`config.mk`:
```
export PLATFORM = sky130hd
export DESIGN_NAME = nfc_host_port
export DESIGN_NICKNAME = d
export VERILOG_FILES = /design/src/pkg/nfc_pkg.sv /design/src/hdl/nfc_host_port.sv /design/src/hdl/nfc_skid_buf.sv
export SDC_FILE = /design/constraint.sdc
export NUM_CORES = 1
export LEC_CHECK = 0
export BUFFER_PORTS_ARGS = -buffer_cell sky130_fd_sc_hd__buf_4
export CORE_MARGIN = 2
export CORE_UTILIZATION = 60
export CTS_BUF_LIST = sky130_fd_sc_hd__clkbuf_16
export CTS_CLUSTER_SIZE = 8
export DETAILED_ROUTE_END_ITERATION = 10
export PLACE_DENSITY = 0.89
export SLEW_MARGIN = 20
export SYNTH_ARGS = -nofsm -noshare
export SYNTH_HDL_FRONTEND = slang
export SYNTH_SLANG_ARGS = --single-unit
```
`constraint.sdc`:
```
create_clock -name clk -period 3.6 [get_ports clk]
set_input_delay 0.36 -clock clk [delete_from_list [all_inputs] [get_ports clk]]
set_output_delay 0.36 -clock clk [all_outputs]
set_load 0.05 [all_outputs]
```
`src/pkg/nfc_pkg.sv`:
```
// Shared constants, command codes, states and carrier types of the flash command port.
package nfc_pkg;

  // ----------------------------------------------------------------
  // Clock and timing.
  // ----------------------------------------------------------------
  localparam int CLK_PERIOD_NS = 100;
  localparam int PAGE_FETCH_TIME_US = 25;
  localparam int CACHED_READ_BUSY_US = 25;
  localparam int PAGE_COPY_BUSY_US = 30;
  localparam int MULTI_PAGE_CACHE_BUSY_US = 10;
  localparam int CACHE_PROGRAM_BUSY_US = 700;
  localparam int BLOCK_WIPE_TIME_US = 5000;
  localparam int PAGE_FETCH_CYC = (PAGE_FETCH_TIME_US * 1000) / CLK_PERIOD_NS;
  localparam int CACHE_PROG_CYC = (CACHE_PROGRAM_BUSY_US * 1000) / CLK_PERIOD_NS;
  localparam int BLOCK_WIPE_CYC = (BLOCK_WIPE_TIME_US * 1000) / CLK_PERIOD_NS;
  localparam int CACHED_READ_CYC = (CACHED_READ_BUSY_US * 1000) / CLK_PERIOD_NS;
  localparam int PAGE_COPY_CYC = (PAGE_COPY_BUSY_US * 1000) / CLK_PERIOD_NS;
  localparam int MULTI_CACHE_CYC = (MULTI_PAGE_CACHE_BUSY_US * 1000) / CLK_PERIOD_NS;
  localparam int BUSY_ONSET_CYC = 3;
  localparam int TIMER_W = 24;
  localparam logic [TIMER_W-1:0] TIMER_RST = 24'h00_0000;
  localparam int PARTIAL_PROG_MAX = 4;
  localparam int RDY_SYNC_STAGES = 2;

  // ----------------------------------------------------------------
  // Command codes.
  // ----------------------------------------------------------------
  localparam logic [7:0] CMD_READ = 8'h00;
  localparam logic [7:0] CMD_READ_GO = 8'h30;
  localparam logic [7:0] CMD_CACHE_NEXT = 8'h31;
  localparam logic [7:0] CMD_CACHE_LAST = 8'h3F;
  localparam logic [7:0] CMD_COPY_GO = 8'h3A;
  localparam logic [7:0] CMD_SERIAL_IN = 8'h80;
  localparam logic [7:0] CMD_MULTI_IN = 8'h81;
  localparam logic [7:0] CMD_PROG_GO = 8'h10;
  localparam logic [7:0] CMD_PROG_MID = 8'h11;
  localparam logic [7:0] CMD_PROG_CACHE = 8'h15;
  localparam logic [7:0] CMD_STATUS = 8'h70;
  localparam logic [7:0] CMD_RESET = 8'hFF;
  localparam int STATUS_READY_BIT = 6;

  // ----------------------------------------------------------------
  // Kinds of request and sequencer states.
  // ----------------------------------------------------------------
  typedef enum logic [2:0] {
    NFC_OP_CMD = 3'h0,
    NFC_OP_ADDR = 3'h1,
    NFC_OP_WRITE = 3'h2,
    NFC_OP_READ = 3'h3,
    NFC_OP_WAIT = 3'h4
  } nfc_op_t;

  typedef enum logic [2:0] {
    NFC_IDLE = 3'b000,
    NFC_SETUP = 3'b001,
    NFC_STROBE = 3'b011,
    NFC_HOLD = 3'b010,
    NFC_SAMPLE = 3'b110,
    NFC_WAIT = 3'b111,
    NFC_PUSH = 3'b101
  } nfc_state_t;

  typedef struct packed {
    nfc_op_t op;
    logic [7:0] data;
  } nfc_req_t;

  typedef struct packed {
    logic [7:0] data;
    logic timeout;
  } nfc_rsp_t;

endpackage : nfc_pkg

```
`src/hdl/nfc_host_port.sv`:
```
// Host-side sequencer that drives the flash strobes, bus and watches ready/busy.
`timescale 1ns/100ps
module nfc_host_port import nfc_pkg::*; #(
  parameter int PROG_MAX_CYC = CACHE_PROG_CYC,
  parameter int ERASE_MAX_CYC = BLOCK_WIPE_CYC
) (
  input wire logic clk,
  input wire logic rst,
  input wire logic req_valid,
  output logic req_ready,
  input wire nfc_req_t req,
  input wire logic wp_allow,
  output logic rsp_valid,
  input wire logic rsp_ready,
  output nfc_rsp_t rsp,
  output logic cle_ff,
  output logic ale_ff,
  output logic chip_sel_n_ff,
  output logic write_strobe_n_ff,
  output logic output_strobe_n_ff,
  output logic write_protect_n_ff,
  input wire logic [7:0] shared_bus_lines_i,
  output logic [7:0] shared_bus_lines_o_ff,
  output logic shared_bus_lines_oe_ff,
  input wire logic ready_busy_n
);

  // ----------------------------------------------------------------
  // Pin synchronisers.
  // ----------------------------------------------------------------
  logic rdy_s1_ff, rdy_s2_ff;
  logic [7:0] bus_s1_ff, bus_s2_ff;

  always_ff @(posedge clk or posedge rst) begin
    if (rst) begin
      rdy_s1_ff <= 1'b1;
      rdy_s2_ff <= 1'b1;
      bus_s1_ff <= 8'h00;
      bus_s2_ff <= 8'h00;
    end else begin
      rdy_s1_ff <= ready_busy_n;
      rdy_s2_ff <= rdy_s1_ff;
      bus_s1_ff <= shared_bus_lines_i;
      bus_s2_ff <= bus_s1_ff;
    end
  end

  // ----------------------------------------------------------------
  // Sequencer.
  // ----------------------------------------------------------------
  nfc_state_t st_ff, nxt_st;
  nfc_req_t cur_ff, nxt_cur;
  logic [TIMER_W-1:0] tmr_ff, nxt_tmr;
  logic to_ff, nxt_to;
  logic cle_n, ale_n, cs_n, we_n, re_n, oe_n;
  logic [7:0] dout_n;
  logic buf_in_ready, buf_in_valid;
  logic [8:0] buf_out;
  logic wait_done;
  logic [7:0] push_byte;

  // A wait op is taken as done only after the busy edge window has passed, since the
  // device may take up to 100 ns to pull the line low after the confirm strobe.
  assign wait_done = rdy_s2_ff && (tmr_ff > TIMER_W'(BUSY_ONSET_CYC));
  // The device lets go of the bus soon after the strobe rises, so a stalled push
  // must offer its own copy of the byte and not the live synchroniser.
  assign push_byte = (tmr_ff == TIMER_RST) ? bus_s2_ff : cur_ff.data;
  assign req_ready = (st_ff == NFC_IDLE);

  always_comb begin
    nxt_st = st_ff;
    nxt_cur = cur_ff;
    nxt_tmr = tmr_ff;
    nxt_to = to_ff;
    cle_n = cle_ff;
    ale_n = ale_ff;
    cs_n = chip_sel_n_ff;
    we_n = write_strobe_n_ff;
    re_n = output_strobe_n_ff;
    oe_n = shared_bus_lines_oe_ff;
    dout_n = shared_bus_lines_o_ff;
    buf_in_valid = 1'b0;
    case (st_ff)
      NFC_IDLE: begin
        if (req_valid) begin
          nxt_cur = req;
          nxt_tmr = TIMER_RST;
          nxt_to = 1'b0;
          cs_n = 1'b0;
          cle_n = (req.op == NFC_OP_CMD);
          ale_n = (req.op == NFC_OP_ADDR);
          // Bytes pass as given; command order and page reuse are the requester's duty.
          dout_n = req.data;
          // Drive only once the read strobe is high, so both ends never fight.
          oe_n = (req.op == NFC_OP_CMD) || (req.op == NFC_OP_ADDR) ||
                 (req.op == NFC_OP_WRITE);
          nxt_st = (req.op == NFC_OP_WAIT) ? NFC_WAIT : NFC_SETUP;
        end
      end
      NFC_SETUP: begin
        if (cur_ff.op == NFC_OP_READ) begin
          re_n = 1'b0;
        end else begin
          we_n = 1'b0;
        end
        nxt_st = NFC_STROBE;
      end
      NFC_STROBE: begin
        // Rising write strobe latches the byte while the latch enables still stand.
        we_n = 1'b1;
        nxt_st = (cur_ff.op == NFC_OP_READ) ? NFC_SAMPLE : NFC_HOLD;
      end
      NFC_SAMPLE: begin
        // Sampling two cycles after the fall covers access delay plus synchroniser.
        re_n = 1'b1;
        nxt_st = NFC_PUSH;
      end
      NFC_PUSH: begin
        if (tmr_ff == TIMER_RST) begin
          nxt_cur.data = bus_s2_ff;
          nxt_tmr = tmr_ff + 1'b1;
        end
        buf_in_valid = 1'b1;
        if (buf_in_ready) begin
          nxt_st = NFC_HOLD;
        end
      end
      NFC_HOLD: begin
        cle_n = 1'b0;
        ale_n = 1'b0;
        oe_n = 1'b0;
        nxt_st = NFC_IDLE;
      end
      NFC_WAIT: begin
        nxt_tmr = tmr_ff + 1'b1;
        // Busy bound is the op's own maximum; data bits carry which one.
        if (wait_done) begin
          nxt_st = NFC_PUSH;
        end else if (tmr_ff >= limit(cur_ff.data)) begin
          nxt_to = 1'b1;
          nxt_st = NFC_PUSH;
        end
      end
      default: begin
        nxt_st = NFC_IDLE;
      end
    endcase
  end

  // Standby is safe only when ready; chip select stays low through a wait.
  function automatic logic [TIMER_W-1:0] limit(input logic [7:0] code);
    case (code)
      CMD_READ_GO: limit = TIMER_W'(PAGE_FETCH_CYC);
      CMD_CACHE_NEXT, CMD_CACHE_LAST: limit = TIMER_W'(CACHED_READ_CYC);
      CMD_COPY_GO: limit = TIMER_W'(PAGE_COPY_CYC);
      CMD_PROG_MID: limit = TIMER_W'(MULTI_CACHE_CYC);
      CMD_PROG_CACHE, CMD_PROG_GO: limit = TIMER_W'(PROG_MAX_CYC);
      default: limit = TIMER_W'(ERASE_MAX_CYC);
    endcase
  endfunction : limit

  always_ff @(posedge clk or posedge rst) begin
    if (rst) begin
      st_ff <= NFC_IDLE;
      cur_ff <= '0;
      tmr_ff <= TIMER_RST;
      to_ff <= 1'b0;
      cle_ff <= 1'b0;
      ale_ff <= 1'b0;
      chip_sel_n_ff <= 1'b1;
      write_strobe_n_ff <= 1'b1;
      output_strobe_n_ff <= 1'b1;
      shared_bus_lines_oe_ff <= 1'b0;
      shared_bus_lines_o_ff <= 8'h00;
      write_protect_n_ff <= 1'b0;
    end else begin
      st_ff <= nxt_st;
      cur_ff <= nxt_cur;
      tmr_ff <= nxt_tmr;
      to_ff <= nxt_to;
      cle_ff <= cle_n;
      ale_ff <= ale_n;
      chip_sel_n_ff <= cs_n;
      write_strobe_n_ff <= we_n;
      output_strobe_n_ff <= re_n;
      shared_bus_lines_oe_ff <= oe_n;
      shared_bus_lines_o_ff <= dout_n;
      write_protect_n_ff <= wp_allow;
    end
  end

  // ----------------------------------------------------------------
  // Response buffer for read data and wait results; a stalled receiver holds the sequencer in push once both entries fill.
  // ----------------------------------------------------------------
  nfc_skid_buf #(.WIDTH(9), .DEPTH(2)) u_buf (
    .clk(clk),
    .rst(rst),
    .in_valid(buf_in_valid),
    .in_ready(buf_in_ready),
    .in_data({(cur_ff.op == NFC_OP_WAIT) ? 8'h00 : push_byte, to_ff}),
    .out_valid(rsp_valid),
    .out_ready(rsp_ready),
    .out_data(buf_out)
  );
  assign rsp = buf_out;

  // ----------------------------------------------------------------
  // Checks.
  // ----------------------------------------------------------------
  no_contend_a: assert property (@(posedge clk) disable iff (rst)
    !(shared_bus_lines_oe_ff && !output_strobe_n_ff)) else $error("bus driven during read");
  cmd_latch_a: assert property (@(posedge clk) disable iff (rst)
    $rose(write_strobe_n_ff) |-> cle_ff || ale_ff || shared_bus_lines_oe_ff)
    else $error("write strobe rose with no qualifier");
  addr_excl_a: assert property (@(posedge clk) disable iff (rst)
    !(cle_ff && ale_ff)) else $error("both latch enables high");
  strobe_one_a: assert property (@(posedge clk) disable iff (rst)
    $fell(output_strobe_n_ff) |=> !output_strobe_n_ff ##1 $rose(output_strobe_n_ff))
    else $error("read strobe low too long");
  cs_busy_a: assert property (@(posedge clk) disable iff (rst)
    st_ff == NFC_WAIT |-> !chip_sel_n_ff) else $error("select dropped in wait");
  wait_bound_a: assert property (@(posedge clk) disable iff (rst)
    st_ff == NFC_WAIT && tmr_ff >= limit(cur_ff.data) |=> st_ff != NFC_WAIT)
    else $error("wait exceeded its bound");
  fetch_lim_a: assert property (@(posedge clk) disable iff (rst)
    st_ff == NFC_WAIT && cur_ff.data == CMD_READ_GO |-> tmr_ff <= TIMER_W'(PAGE_FETCH_CYC))
    else $error("page fetch wait too long");
  wp_follow_a: assert property (@(posedge clk) disable iff (rst)
    ##1 write_protect_n_ff == $past(wp_allow)) else $error("protect pin lags");
  cov_read_c: cover property (@(posedge clk) disable iff (rst) st_ff == NFC_SAMPLE);
  cov_wait_c: cover property (@(posedge clk) disable iff (rst) st_ff == NFC_WAIT && wait_done);
  cov_stall_c: cover property (@(posedge clk) disable iff (rst) st_ff == NFC_PUSH && !buf_in_ready);

endmodule : nfc_host_port

```
`src/hdl/nfc_skid_buf.sv`:
```
// Two-entry valid/ready buffer for the response path: read data and wait results.
`timescale 1ns/100ps
module nfc_skid_buf import nfc_pkg::*; #(
  parameter int WIDTH = 9,
  parameter int DEPTH = 2
) (
  input wire logic clk,
  input wire logic rst,
  input wire logic in_valid,
  output logic in_ready,
  input wire logic [WIDTH-1:0] in_data,
  output logic out_valid,
  input wire logic out_ready,
  output logic [WIDTH-1:0] out_data
);

  // ----------------------------------------------------------------
  // Storage and pointers.
  // ----------------------------------------------------------------
  localparam int PW = $clog2(DEPTH);
  logic [WIDTH-1:0] mem_ff [DEPTH];
  logic [PW-1:0] wr_ff, nxt_wr, rd_ff, nxt_rd;
  logic [PW:0] cnt_ff, nxt_cnt;
  logic push, pop;

  assign push = in_valid && in_ready;
  assign pop = out_valid && out_ready;
  assign in_ready = (cnt_ff != (PW+1)'(DEPTH));
  assign out_valid = (cnt_ff != '0);
  assign out_data = mem_ff[rd_ff];

  always_comb begin
    nxt_wr = push ? PW'(wr_ff + 1'b1) : wr_ff;
    nxt_rd = pop ? PW'(rd_ff + 1'b1) : rd_ff;
    nxt_cnt = cnt_ff;
    if (push && !pop) begin
      nxt_cnt = cnt_ff + 1'b1;
    end else if (pop && !push) begin
      nxt_cnt = cnt_ff - 1'b1;
    end
  end

  always_ff @(posedge clk or posedge rst) begin
    if (rst) begin
      wr_ff <= '0;
      rd_ff <= '0;
      cnt_ff <= '0;
    end else begin
      wr_ff <= nxt_wr;
      rd_ff <= nxt_rd;
      cnt_ff <= nxt_cnt;
    end
  end

  always_ff @(posedge clk) begin
    if (push) begin
      mem_ff[wr_ff] <= in_data;
    end
  end

endmodule : nfc_skid_buf

```
==> results.md, run 1 <==
- Status: finished clean
- Hold buffers post-CTS: 1
- Max-slew violations: 0
- Clk Latency, worst-skew pair: roughly 0.34 ns
- Asr flop ratio synth: roughly four fifths
- FF-to-FF Start: cur_ff[3]
- Fmax: ~0.35 GHz
- CP max stage delay: about 0.43 ns
- Final hold vios: 0
- # setup viols final: 0
- Top Ports: 51
- Clk pin slew, worst setup/hold paths: ~0.070 ns
- Grt total ovfl: 0
- Worst hold path type: in2reg
- Final hold slack: 0.1206 ns
- Initial DRC Count: between 400 and 500
- Fillers: 463
- Max_cap viols: 0
- Number of global-route vias before repair: approximately 3500
- Starting Density: between 60% and 70%
- Initial antenna violation count: 0
- Peak VDD IR: approximately 0.42 mV
- Seq cells post-synth: 94
- Syn Area/Cell: about 11 sq um
- Reg2reg setup slack: ~0.74 ns
- Critical path destination: to_ff
- Reg-to-reg endpoint: to_ff
- Total number of vias: ~3500
- # resized after CTS: 0
- CTS Sinks: 94
- Slew @ Worst Pin: around 1.1 ns
- Clk buf depth: 2
- TritonRoute pass-1 iters: 5
- Cells after synthesis: 416
- P_leak: roughly 0.0025 uW
- Worst reg-to-reg path cell count: 11
- Minimum clock period: about 2.9 ns
- Layout area overhead: 17.25%
- Die area: 8227 sq um
- Tcrit/Tclk final: between 70% and 80%
- RD Place Congestion: between 0.9 and 1
- Crit-path slowest cell: dfrtp_1
- TritonCTS clock tree: done
- Total wire length: 10.43 mm
- Pwr per Cell Area: about 770 nW/um^2
- Slew headroom: a little under 30%
- First-pass GRT wire length: 17.35 mm
- Cell Count, Final, Fillers Out: roughly 570
- Vias per cell: approximately 6.2
- Setup bufs post-CTS: 0
- Sequential-to-total area share from yosys stat: 54.29%
- Mapped Area: approximately 4500 sq um
- Worst Path Arrival: just over 3 ns
- Input/output buffers: 50
- Net Count, Synth: ~460
- Largest net degree at the start of global routing: 33
- Final nets: roughly 510
- Inst Count DP: ~550
- Average wire per cell in the routed design: around 18 um
- Rows: 31
- Share of cells above drive strength 1: about a fifth
- Dpl hpwl: a little over 7 mm
- Ys flop type: dfrtp_1
- YS warnings: 0
- Drc violations: 0
- Netlist cell types: 56
- Setup crit end kind: flip-flop
- Crit Path Max Fanout: 5
- Die span in y: about 91 um
- Hold Crit Start: shared_bus_lines_i[5]
- Chip width: just over 90 um
- Critical path class: reg2reg
- Htree depth: 3
- Max Clock Skew: 0.008667 ns
- Element type at the critical path start: flip-flop
- Core box area: between 7000 and 8000 sq um
- # diodes: 0
- Root buffer cell: clkbuf_16
- Number of cells on the worst hold path: 1
- Number of synthesized flops with an enable pin: 18
- Total track usage: about a quarter
- Critical Path RT: ~3.8 ns
- RSZ-0062 raised after global routing: no
- Setup TNS: 0 ns
- ANT nets after route: 0
- Critical-path cell list: or2_2, o22ai_1, nor3b_1, nor2_1, inv_1, ha_1, a211o_1, a21oi_1, o2111ai_1, a41oi_1, o21ai_0
- CP startpoint: cur_ff[3]
- Clock buffer count from CTS: 9
## layout by cell type (no fill, tap or decap), types with 9 or more instances in the layout
| cell type | netlist | routed |
|---|---|---|
| dfrtp_1 | 71 | 71 |
| nand4_1 | 14 | 14 |
| clkbuf_16 | 0 | 9 |
| o21ai_0 | 21 | 21 |
| buf_4 | 0 | 57 |
| a21oi_1 | 19 | 19 |
| xor2_1 | 16 | 16 |
| ha_1 | 16 | 16 |
| edfxtp_1 | 18 | 18 |
| nand3_1 | 13 | 13 |
| and3_1 | 13 | 13 |
| nand2_1 | 40 | 40 |
| a21o_1 | 10 | 10 |
| mux2_2 | 10 | 10 |
| inv_1 | 10 | 9 |
| nor2_1 | 34 | 34 |
## worst max-delay path: cells and delay by family (launching register included)
family / cells / cell delay [ns]
compound gates: 6 / 1.10
simple gates: 3 / 0.89
flops: 1 / 0.43
fa+ha+maj: 1 / 0.23
buf+inv: 1 / 0.08
## sequential cells by signal (all words and copies together) (netlist names), 2 cells and up
| register | flops |
|---|---|
| bus_s2_ff | 8 |
| shared_bus_lines_o_ff | 8 |
| u_buf.mem_ff | 18 |
| u_buf.cnt_ff | 2 |
| cur_ff | 11 |
| tmr_ff | 24 |
| bus_s1_ff | 8 |
| st_ff | 3 |
## how the worst min path moves through the flow
stage	to	slack [ns]
global route	bus_s1_ff[5]	0.11
CTS	bus_s1_ff[0]	0.12
floorplan	bus_s2_ff[0]	0.33
finish	bus_s1_ff[5]	0.12
detailed placement	bus_s2_ff[3]	0.33
global placement	bus_s1_ff[1]	0.33
## through the flow
step | utilization [%] | setup WS (ns) | area [sq um] | total power, uW
detailed placement | 68.85 | 0.7579 | 4994 | 3122
finish | 72.92 | 0.7445 | 5289 | 4052
global placement | 68.85 | 0.8580 | 4994 | 3055
global route | 72.92 | 0.5574 | 5289 | 4263
CTS | 72.92 | 0.7524 | 5289 | 4046
floorplan | - | 1.148 | 4511 | 2700
## per-layer routing
metal	vias up	wire (um)	GRT usage (%)
met5	-	0	0
met4	0	204	9.744
met3	24	600	4.591
met2	154	5176	44.65
met1	1740	4448	35.29
li1	1623	-	-
## power breakdown
part,switching (uW),internal (uW)
logic,1010,544
registers,257,1350
clock network,415,483
## synth_stat cells (2+ instances only)
library cell  instances  share of area (%)
dfstp_2               5                2.9
a21o_1               10                1.7
nand4_1              14                1.9
clkbuf_1             15                1.2
nand4b_1              2               0.39
ha_1                 16                4.4
nand3_1              13                1.4
a221o_1               8                1.8
buf_1                 2               0.17
mux2i_1               4               0.89
nor2_1               34                2.8
mux2_2               10                2.5
nand3b_1              3               0.50
and3_1               13                1.8
o21a_1                3               0.50
o211ai_1              2               0.33
or3_1                 3               0.42
o31ai_1               2               0.33
a31o_2                2               0.39
nand2_1              40                3.3
or4_1                 3               0.50
a21oi_1              19                2.1
nor3_1                4               0.44
nand2b_1              4               0.55
xnor2_1               3               0.58
a21boi_1              2               0.33
and2_1                5               0.69
o21ai_0              21                2.3
o2111ai_1             2               0.39
nor3b_1               4               0.67
and4_1                5               0.97
inv_1                10               0.83
nor2b_1               2               0.28
edfxtp_1             18                 12
or2_2                 2               0.28
xor2_1               16                3.1
nor4_1                6               0.83
dfrtp_1              71                 39
## cells by family (layout without fill, tap and decap cells)
kind of cell | Yosys count | count (layout) | share of synthesized area [%]
flip-flops | 94 | 94 | 54.29
buffers and inverters | 28 | 84 | 2.358
AND/OR/NAND/NOR | 162 | 162 | 19.22
multiplexers | 14 | 14 | 3.384
XOR/XNOR | 19 | 19 | 3.689
AO/OA/AOI/OAI | 83 | 83 | 12.62
adder cells (fa/ha/maj) | 16 | 16 | 4.438
## area by class of cell
class / count / area, sq um / area share [%]
sequential: 94 / 2449 / 46.30
multi-input combinational: 294 / 1956 / 36.98
timing repair buffer: 58 / 437.9 / 8.280
clock buffer: 9 / 225.2 / 4.258
tap: 99 / 123.9 / 2.342
clock inverter: 7 / 60.06 / 1.136
inverter: 10 / 37.54 / 0.7097
(Power assumes the default switching activity.)
==> run 2, diff against run 1 <==
- CORE_UTILIZATION: 60 -> 58
- PLACE_DENSITY: 0.89 -> 0.86
- clock period: 3.6 -> 2.7 ns (I/O delays scaled with it)
==> run 2 against run 1 <==
  * The flow now finishes with violations (negative setup slack)
  * Clock-buffer cell count is the same
  * Sequential power up 30%
  * Fmax grew 5.5%
  * Die area increased by 3.3%
  * Critical endpoint unchanged
  * Clock skew is 0.0011 ns higher
  * Via count rose by 2.1%
  * Final area rose by 2.1%
  * Sequential share of layout area shrank 0.94 points
==> results.md, run 2 (synthesis gave the netlist of run 1 again) <==
- Critical-path cell list: or2_2, o22ai_1, nor3b_4, nor2_1, inv_1, ha_1, a211o_1, a21oi_1, o2111ai_1, a41oi_2, o21ai_1
- Met1 usage: 36.90% (+1.6 points)
- Critical path class: reg2reg
- Status: finished, violations left
- Most Crowded Layer GR: met2
- Layout area overhead: 19.69%
- Setup TNS: -0.006038 ns (-0.006038 ns)
- Clk buf depth: 2 (unchanged)
- Most frequent cells in the layout: 71 x dfrtp_1, 65 x buf_4, 40 x nand2_1, 34 x nor2_1
- CTS Sinks: 94 (unchanged)
- Total track usage: 25.68% (-1.1 points)
- Total wire length: 10.57 mm (+1.3%)
- Clk Latency, worst-skew pair: 0.34 ns (about the same)
- Vias per cell: 6.213 (+0.19%)
- Failing checks: negative setup slack
- Critical Path RT: 2.92 ns (-0.89 ns)
- Final hold vios: 0 (unchanged)
- Slew headroom: 52.92% (+23 points)
- Internal Power: 3249 uW (+37%)
- Top Ports: 51 (unchanged)
- Die span in y: 92.19 um (+1.6%)
- Chip width: 92.19 um (+1.6%)
- Number of global-route vias before repair: 3473 (unchanged)
- Max_cap viols: 0 (unchanged)
- Largest net degree at the start of global routing: 77 (+130%)
- Htree depth: 3 (unchanged)
- Max-slew violations: 0 (unchanged)
- Total number of vias: 3616 (+2.1%)
- Gate power share: 41.0% (+2.7 points)
- Max Clock Skew: 0.009721 ns (+0.001053 ns)
- ANT nets after route: 0 (unchanged)
- Setup crit end kind: flip-flop
- Input/output buffers: 50 (unchanged)
- Root buffer cell: clkbuf_16
- Initial DRC Count: 458 (+8.8%)
- # diodes: 0 (unchanged)
- Grt total ovfl: 0 (unchanged)
- Average wire per cell in the routed design: 18.16 um (-0.58%)
- Rows: 32 (+3.2%)
- Post-DP Area: 5062 sq um (+1.4%)
- First-pass GRT wire length: 17.01 mm (-2.0%)
- Largest registers: tmr_ff x24, u_buf.mem_ff x18, cur_ff x11
- Worst Path Arrival: 2.92 ns (-0.14 ns)
- Sw frac: 41.76% (+0.30 points)
- TritonCTS clock tree: done
- Clk pwr share: 21.8% (-0.3 points)
- Dpl ws: -0.01468 ns (-0.7726 ns)
- Clk pin slew, worst setup/hold paths: 0.07 ns (about the same)
- Clock buffer count from CTS: 9 (unchanged)
- Tcrit/Tclk final: 100.2% (+21 points)
- Commonest non-fill, non-tap cell in the layout: dfrtp_1
- Element type at the critical path start: flip-flop
- Core box area: 7647 sq um (+5.4%)
- Reg power frac: 37.2% (-2.3 points)
- Final hold slack: 0.007187 ns (-0.1134 ns)
- Final nets: 516 (+1.6%)
- Worst setup margin: -0.006038 ns (-0.7505 ns)
- Pwr Total: 5579 uW (+38%)
- Pwr per Cell Area: 1033 nW/um^2 (+35%)
- Slew @ Worst Pin: 0.7024 ns (-0.3477 ns)
- Worst hold path type: in2async
- TritonRoute pass-1 iters: 5 (unchanged)
- Crit Path Max Fanout: 5 (unchanged)
- P_sw: 2330 uW (+39%)
- Dpl hpwl: 7.209 mm (-0.58%)
- P_leak: 0.002536 uW (+2.1%)
- CP max stage delay: 0.42 ns (about the same)
- Finished Cell Area: 5399 sq um (+2.1%)
- Peak VDD IR: 0.6666 mV (+59%)
- Share of cells above drive strength 1: 23.54% (+2.6 points)
- Die area: 8498 sq um (+3.3%)
- Initial antenna violation count: 0 (unchanged)
- Largest register FFs: 24 (unchanged)
- RD Place Congestion: 0.9264 (-3.2%)
- Met3 GRT Util: 3.451% (-1.1 points)
- Largest Register: tmr_ff
- Starting Density: 58.98% (-3.2 points)
- # setup viols final: 1 (+1)
- Minimum clock period: 2.706 ns (-0.1495 ns)
- Hold buffers post-CTS: 0 (-1)
- Drc violations: 0 (unchanged)
- Crit-path slowest cell: dfrtp_1
- Top cell family by delay on the critical path: compound AO/OA/AOI/OAI gates
- Fmax: 0.3695 GHz (+5.5%)
- GRT met2 Usage: 39.22% (-5.4 points)
- Crit path buf inv count: 1 (unchanged)
- Fillers: 523 (+13%)
-- run 2: cell count changes in the layout (fill, tap and decap cells not counted), moves of 2 or more --
| cell | before | now |
|---|---|---|
| o21ai_0 | 21 | 19 |
| buf_4 | 57 | 65 |
| inv_6 | 4 | 1 |
| inv_8 | 1 | 3 |
| o21ai_1 | 0 | 2 |
-- run 2: path summary, 6_finish.rpt --
check,from,endpoint,slack [ns],cells past startpoint
worst min-delay path,rst,tmr_ff[20],0.007,3
worst max register to register,cur_ff[3],to_ff,-0.006,11
min in group clk,shared_bus_lines_i[2],bus_s1_ff[2],0.03,1
max in group asynchronous,rst,write_strobe_n_ff,2.35,3
worst min register to register,bus_s1_ff[3],bus_s2_ff[3],0.35,0
worst max-delay path,cur_ff[3],to_ff,-0.006,11
-- run 2: final cells by class --
type	instances	area, sq um	area share, %
sequential	94	2449	45.35
multi-input combinational	294	1988	36.83
inverter	10	37.54	0.6952
clock inverter	7	63.81	1.182
clock buffer	9	225.2	4.171
tap	102	127.6	2.364
timing repair buffer	66	508.0	9.409
-- run 2: metrics by stage --
stage | cells | util (%)
final | 582 | 70.60
after global routing | 582 | 70.60
after global placement | 564 | 66.20
after detailed placement | 564 | 66.20
after floorplan | 416 | -
after CTS | 580 | 70.04
-- run 2: metal layers --
| metal | part of all wire [%] | wire length (um) |
|---|---|---|
| met5 | 0 | 0 |
| met2 | 47 | 4967 |
| met1 | 42 | 4490 |
| met3 | 7.1 | 754 |
| met4 | 3.4 | 355 |
-- run 2: repair_timing --
| item | in CTS | in global routing |
|---|---|---|
| buffers inserted | 0 | 2 |
| endpoints found under the setup margin | 1 | 2 |
| resized for setup | 1 | 7 |
| cloned | 0 | 0 |
-- run 2: tightest hold or removal path, cell delays in order --
cell and delay [ns]:
buf_4 0.11, inv_2 0.05, buf_12 0.33
-- run 2: power groups by stage --
stage,combinational (uW),sequential [uW],clock (uW)
after floorplan,1340,2260,0
after global placement,2140,2060,0
after detailed placement,2210,2080,0
after CTS,2220,2050,1220
after global routing,2460,2100,1280
final,2290,2080,1220
==> run 3, diff against run 2 <==
- ABC_AREA: default -> 1
- CORE_UTILIZATION: 58 -> 59
- PLACE_DENSITY: 0.86 -> 0.87
==> run 3 against run 2 <==
  * Non-clock buffer count down 2
  * Combinational power down 3%
  * Wire length up 18%
  * First-iteration DRC count down 21%
  * Register-to-register slack about the same
  * The flow still finishes with violations (negative setup slack)
  * Synthesized cell count up 43%
  * Fmax down 0.20%
  * Final area up 8.5%
  * Clock power up 11%
  * Power up 1.0%
  * Hold slack better by 0.021 ns
==> results.md, run 3 <==
- Status: finished, violations left
- Failing checks: negative setup slack
- Setup crit end kind: flip-flop
- Grt total ovfl: 0 (unchanged)
- Total track usage: 28.19% (+2.5 points)
- Inst Count DP: 747 (+32%)
- Pwr per Cell Area: 962.2 nW/um^2 (-6.9%)
- Core box area: 8217 sq um (+7.4%)
- Die area: 9191 sq um (+8.2%)
- Fillers: 581 (+11%)
- Die span in y: 95.87 um (+4.0%)
- Critical path class: reg2reg
- Share of cells above drive strength 1: 19.67% (-3.9 points)
- Top Ports: 51 (unchanged)
- Final hold vios: 0 (unchanged)
- Commonest non-fill, non-tap cell in the layout: nand2_1
- Max_cap viols: 0 (unchanged)
- Hold Crit Start: shared_bus_lines_i[5]
- Worst Path Arrival: 2.95 ns (+0.03 ns)
- Max-slew violations: 0 (unchanged)
- CP max stage delay: 0.47 ns (+0.05 ns)
- Cell taking the most area after synthesis: dfrtp_1
- Tcrit/Tclk final: 100.4% (+0.20 points)
- Initial antenna violation count: 0 (unchanged)
- # setup viols final: 2 (+1)
- Slew headroom: 60.81% (+7.9 points)
- FF-to-FF Start: cur_ff[1]
- P_sw: 2357 uW (+1.2%)
- Clock buffer count from CTS: 9 (unchanged)
- Worst reg-to-reg path cell count: 20 (+9)
- Vias per cell: 5.807 (-6.5%)
- Most frequent cells in the layout: 166 x nand2_1, 69 x dfrtp_1, 62 x buf_4, 57 x inv_1, 57 x nor2_1
- Synth top area cells: dfrtp_1 36%, nand2_1 13%, edfxtp_1 11%
- Clk pin slew, worst setup/hold paths: 0.06 ns (about the same)
- RD Place Congestion: 0.9583 (+3.4%)
- Root buffer cell: clkbuf_16
- Minimum clock period: 2.711 ns (+0.005369 ns)
- Worst hold path type: in2reg
- Seq cells post-synth: 94 (unchanged)
- Htree depth: 3 (unchanged)
- Average wire per cell in the routed design: 16.26 um (-10%)
- Reg2reg setup slack: -0.01 ns (about the same)
- Cell Count, Final, Fillers Out: 766 (+32%)
- Critical Path RT: 2.94 ns (+0.02 ns)
- Netlist cell types: 39 (-30%)
- Pwr Total: 5635 uW (+1.0%)
- TritonCTS clock tree: done
- Fmax: 0.3688 GHz (-0.20%)
- Critical-path cell list: nor2_2, nand2_1, nor2_1, nand2_1, inv_1, nor2_2, inv_1, nor2_4, ha_1, nand2_1, nor2_2, inv_1, nor2_1, nor2_1, nand2_1, nand2_1, nand3_1, nand2_1, nand2_1, nand2_1
- Largest net degree at the start of global routing: 39 (-49%)
- YS warnings: 0 (unchanged)
- Largest registers: tmr_ff x24, u_buf.mem_ff x18, cur_ff x11
- Clk buf depth: 2 (unchanged)
- Starting Density: 60.61% (+1.6 points)
- Net Count, Synth: 636 (+39%)
- Max Clock Skew: 0.009841 ns (+0.0001206 ns)
- P_leak: 0.002778 uW (+9.5%)
- # diodes: 0 (unchanged)
- Drc violations: 0 (unchanged)
- Ys flop type: dfrtp_1
- ANT nets after route: 0 (unchanged)
- Clk Latency, worst-skew pair: 0.35 ns (about the same)
- Total wire length: 12.46 mm (+18%)
- Dominant cell by count in the synthesized netlist: nand2_1
- Clk pwr share: 24.2% (+2.4 points)
- Element type at the critical path start: flip-flop
- Number of global-route vias before repair: 4350 (+25%)
- Total number of vias: 4448 (+23%)
- Worst setup margin: -0.01141 ns (-0.005369 ns)
- Rows: 33 (+3.1%)
- Mapped Area: 4980 sq um (+10%)
- Initial DRC Count: 362 (-21%)
- Peak VDD IR: 0.5154 mV (-23%)
- Largest Register: tmr_ff
- Final nets: 697 (+35%)
- Input/output buffers: 50 (unchanged)
- Dpl hpwl: 8.566 mm (+19%)
- Layout area overhead: 17.61%
- Crit Path Max Fanout: 5 (unchanged)
- Synth top area share: 35.68% (-3.7 points)
- Crit path buf inv count: 3 (+2)
- Number of synthesized flops with an enable pin: 18 (unchanged)
- First-pass GRT wire length: 19.70 mm (+16%)
- Crit-path slowest cell: dfrtp_1
- Asr flop ratio synth: 80.85% (unchanged)
- Synth top cells by count: 166 x nand2_1, 71 x dfrtp_1, 63 x nor2_1
- Internal Power: 3278 uW (+0.89%)
- Final hold slack: 0.02805 ns (+0.02086 ns)
- Reg-to-reg endpoint: st_ff[0]
- Slew @ Worst Pin: 0.5864 ns (-0.1160 ns)
- Crit path top cell by count: nand2_1
- Sink of the worst hold path: bus_s1_ff[5]
- CTS Sinks: 94 (unchanged)
- Syn Area/Cell: 8.369 sq um (-23%)
- Cells after synthesis: 595 (+43%)
- Number of cells on the worst hold path: 1
- Sequential-to-total area share from yosys stat: 49.17% (-5.1 points)
- Gate power share: 39.6% (-1.4 points)
- Largest register FFs: 24 (unchanged)
- Top cell family by delay on the critical path: simple AND/OR/NAND/NOR gates
- Chip width: 95.87 um (+4.0%)
- Reg power frac: 36.1% (-1.1 points)
- TritonRoute pass-1 iters: 6 (+1)
- Sw frac: 41.83% (+0.068 points)
## run 3: changes by cell type after synthesis, moves of 8 or more
| cell | before | now |
|---|---|---|
| inv_1 | 10 | 59 |
| nand2_2 | 0 | 13 |
| o21ai_1 | 0 | 10 |
| nand3_1 | 13 | 41 |
| nand2_1 | 40 | 166 |
| a221o_1 | 8 | 0 |
| clkbuf_1 | 15 | 6 |
| and3_1 | 13 | 2 |
| a21o_1 | 10 | 0 |
| nor2_1 | 34 | 63 |
## run 3: cells by family after synthesis
| logic type | Yosys count | share of synthesized area (%) |
|---|---|---|
| flip-flops | 94 | 49.17 |
| AND/OR/NAND/NOR | 316 | 27.84 |
| buffers and inverters | 77 | 6.859 |
| AO/OA/AOI/OAI | 65 | 6.910 |
| XOR/XNOR | 18 | 3.166 |
| adder cells (fa/ha/maj) | 16 | 4.020 |
| multiplexers | 9 | 2.035 |
## run 3: per-stage QoR
stage | utilization (%) | area [sq um] | TNS [ns] | setup slack, ns
2_1_floorplan | - | 4980 | 0 | 0.4999
3_3_place_gp | 66.71 | 5482 | 0 | 0.4242
3_5_place_dp | 66.71 | 5482 | 0 | 0.1964
4_1_cts | 70.72 | 5811 | 0 | 0.05354
5_1_grt | 71.28 | 5857 | -0.3358 | -0.1412
6_report | 71.28 | 5857 | -0.01842 | -0.01141
## run 3: final cells by class
| type | count | area (sq um) | area share [%] |
|---|---|---|---|
| Sequential cell | 94 | 2451 | 41.85 |
| Multi-Input combinational cell | 424 | 2218 | 37.88 |
| Clock inverter | 7 | 93.84 | 1.602 |
| Tap cell | 105 | 131.4 | 2.243 |
| Inverter | 63 | 241.5 | 4.123 |
| Timing Repair Buffer | 64 | 495.5 | 8.460 |
| Clock buffer | 9 | 225.2 | 3.845 |
## run 3: worst max path at each step
stage | from | end | slack [ns] | cells past startpoint
floorplan | rst | ale_ff | 0.50 | 1
global placement | cur_ff[6] | st_ff[0] | 0.42 | 18
detailed placement | cur_ff[6] | st_ff[0] | 0.20 | 18
CTS | cur_ff[2] | st_ff[0] | 0.05 | 18
global route | cur_ff[3] | st_ff[2] | -0.14 | 20
finish | cur_ff[1] | st_ff[0] | -0.01 | 20
## run 3: power by group through the flow
stage	Sequential, uW	Combinational [uW]	Clock [uW]
finish	2040	2230	1360
global route	2070	2420	1420
CTS	2020	2170	1370
detailed placement	2040	2130	0
global placement	2010	2050	0
floorplan	2260	1370	0
## run 3: repair_timing
item | in CTS | in global routing
gates resized for setup | 0 | 12
buffers inserted | 0 | 2
endpoints found under the setup margin | 0 | 4
hold buffers | 1 | 0
hold endpoints to repair | 9 | 0
## run 3: routing by layer
| layer | wire (um) | track usage, % |
|---|---|---|
| met1 | 4725 | 33.89 |
| met2 | 5991 | 46.27 |
| met3 | 1082 | 6.265 |
| met4 | 655 | 17.14 |
| met5 | 0 | 0 |
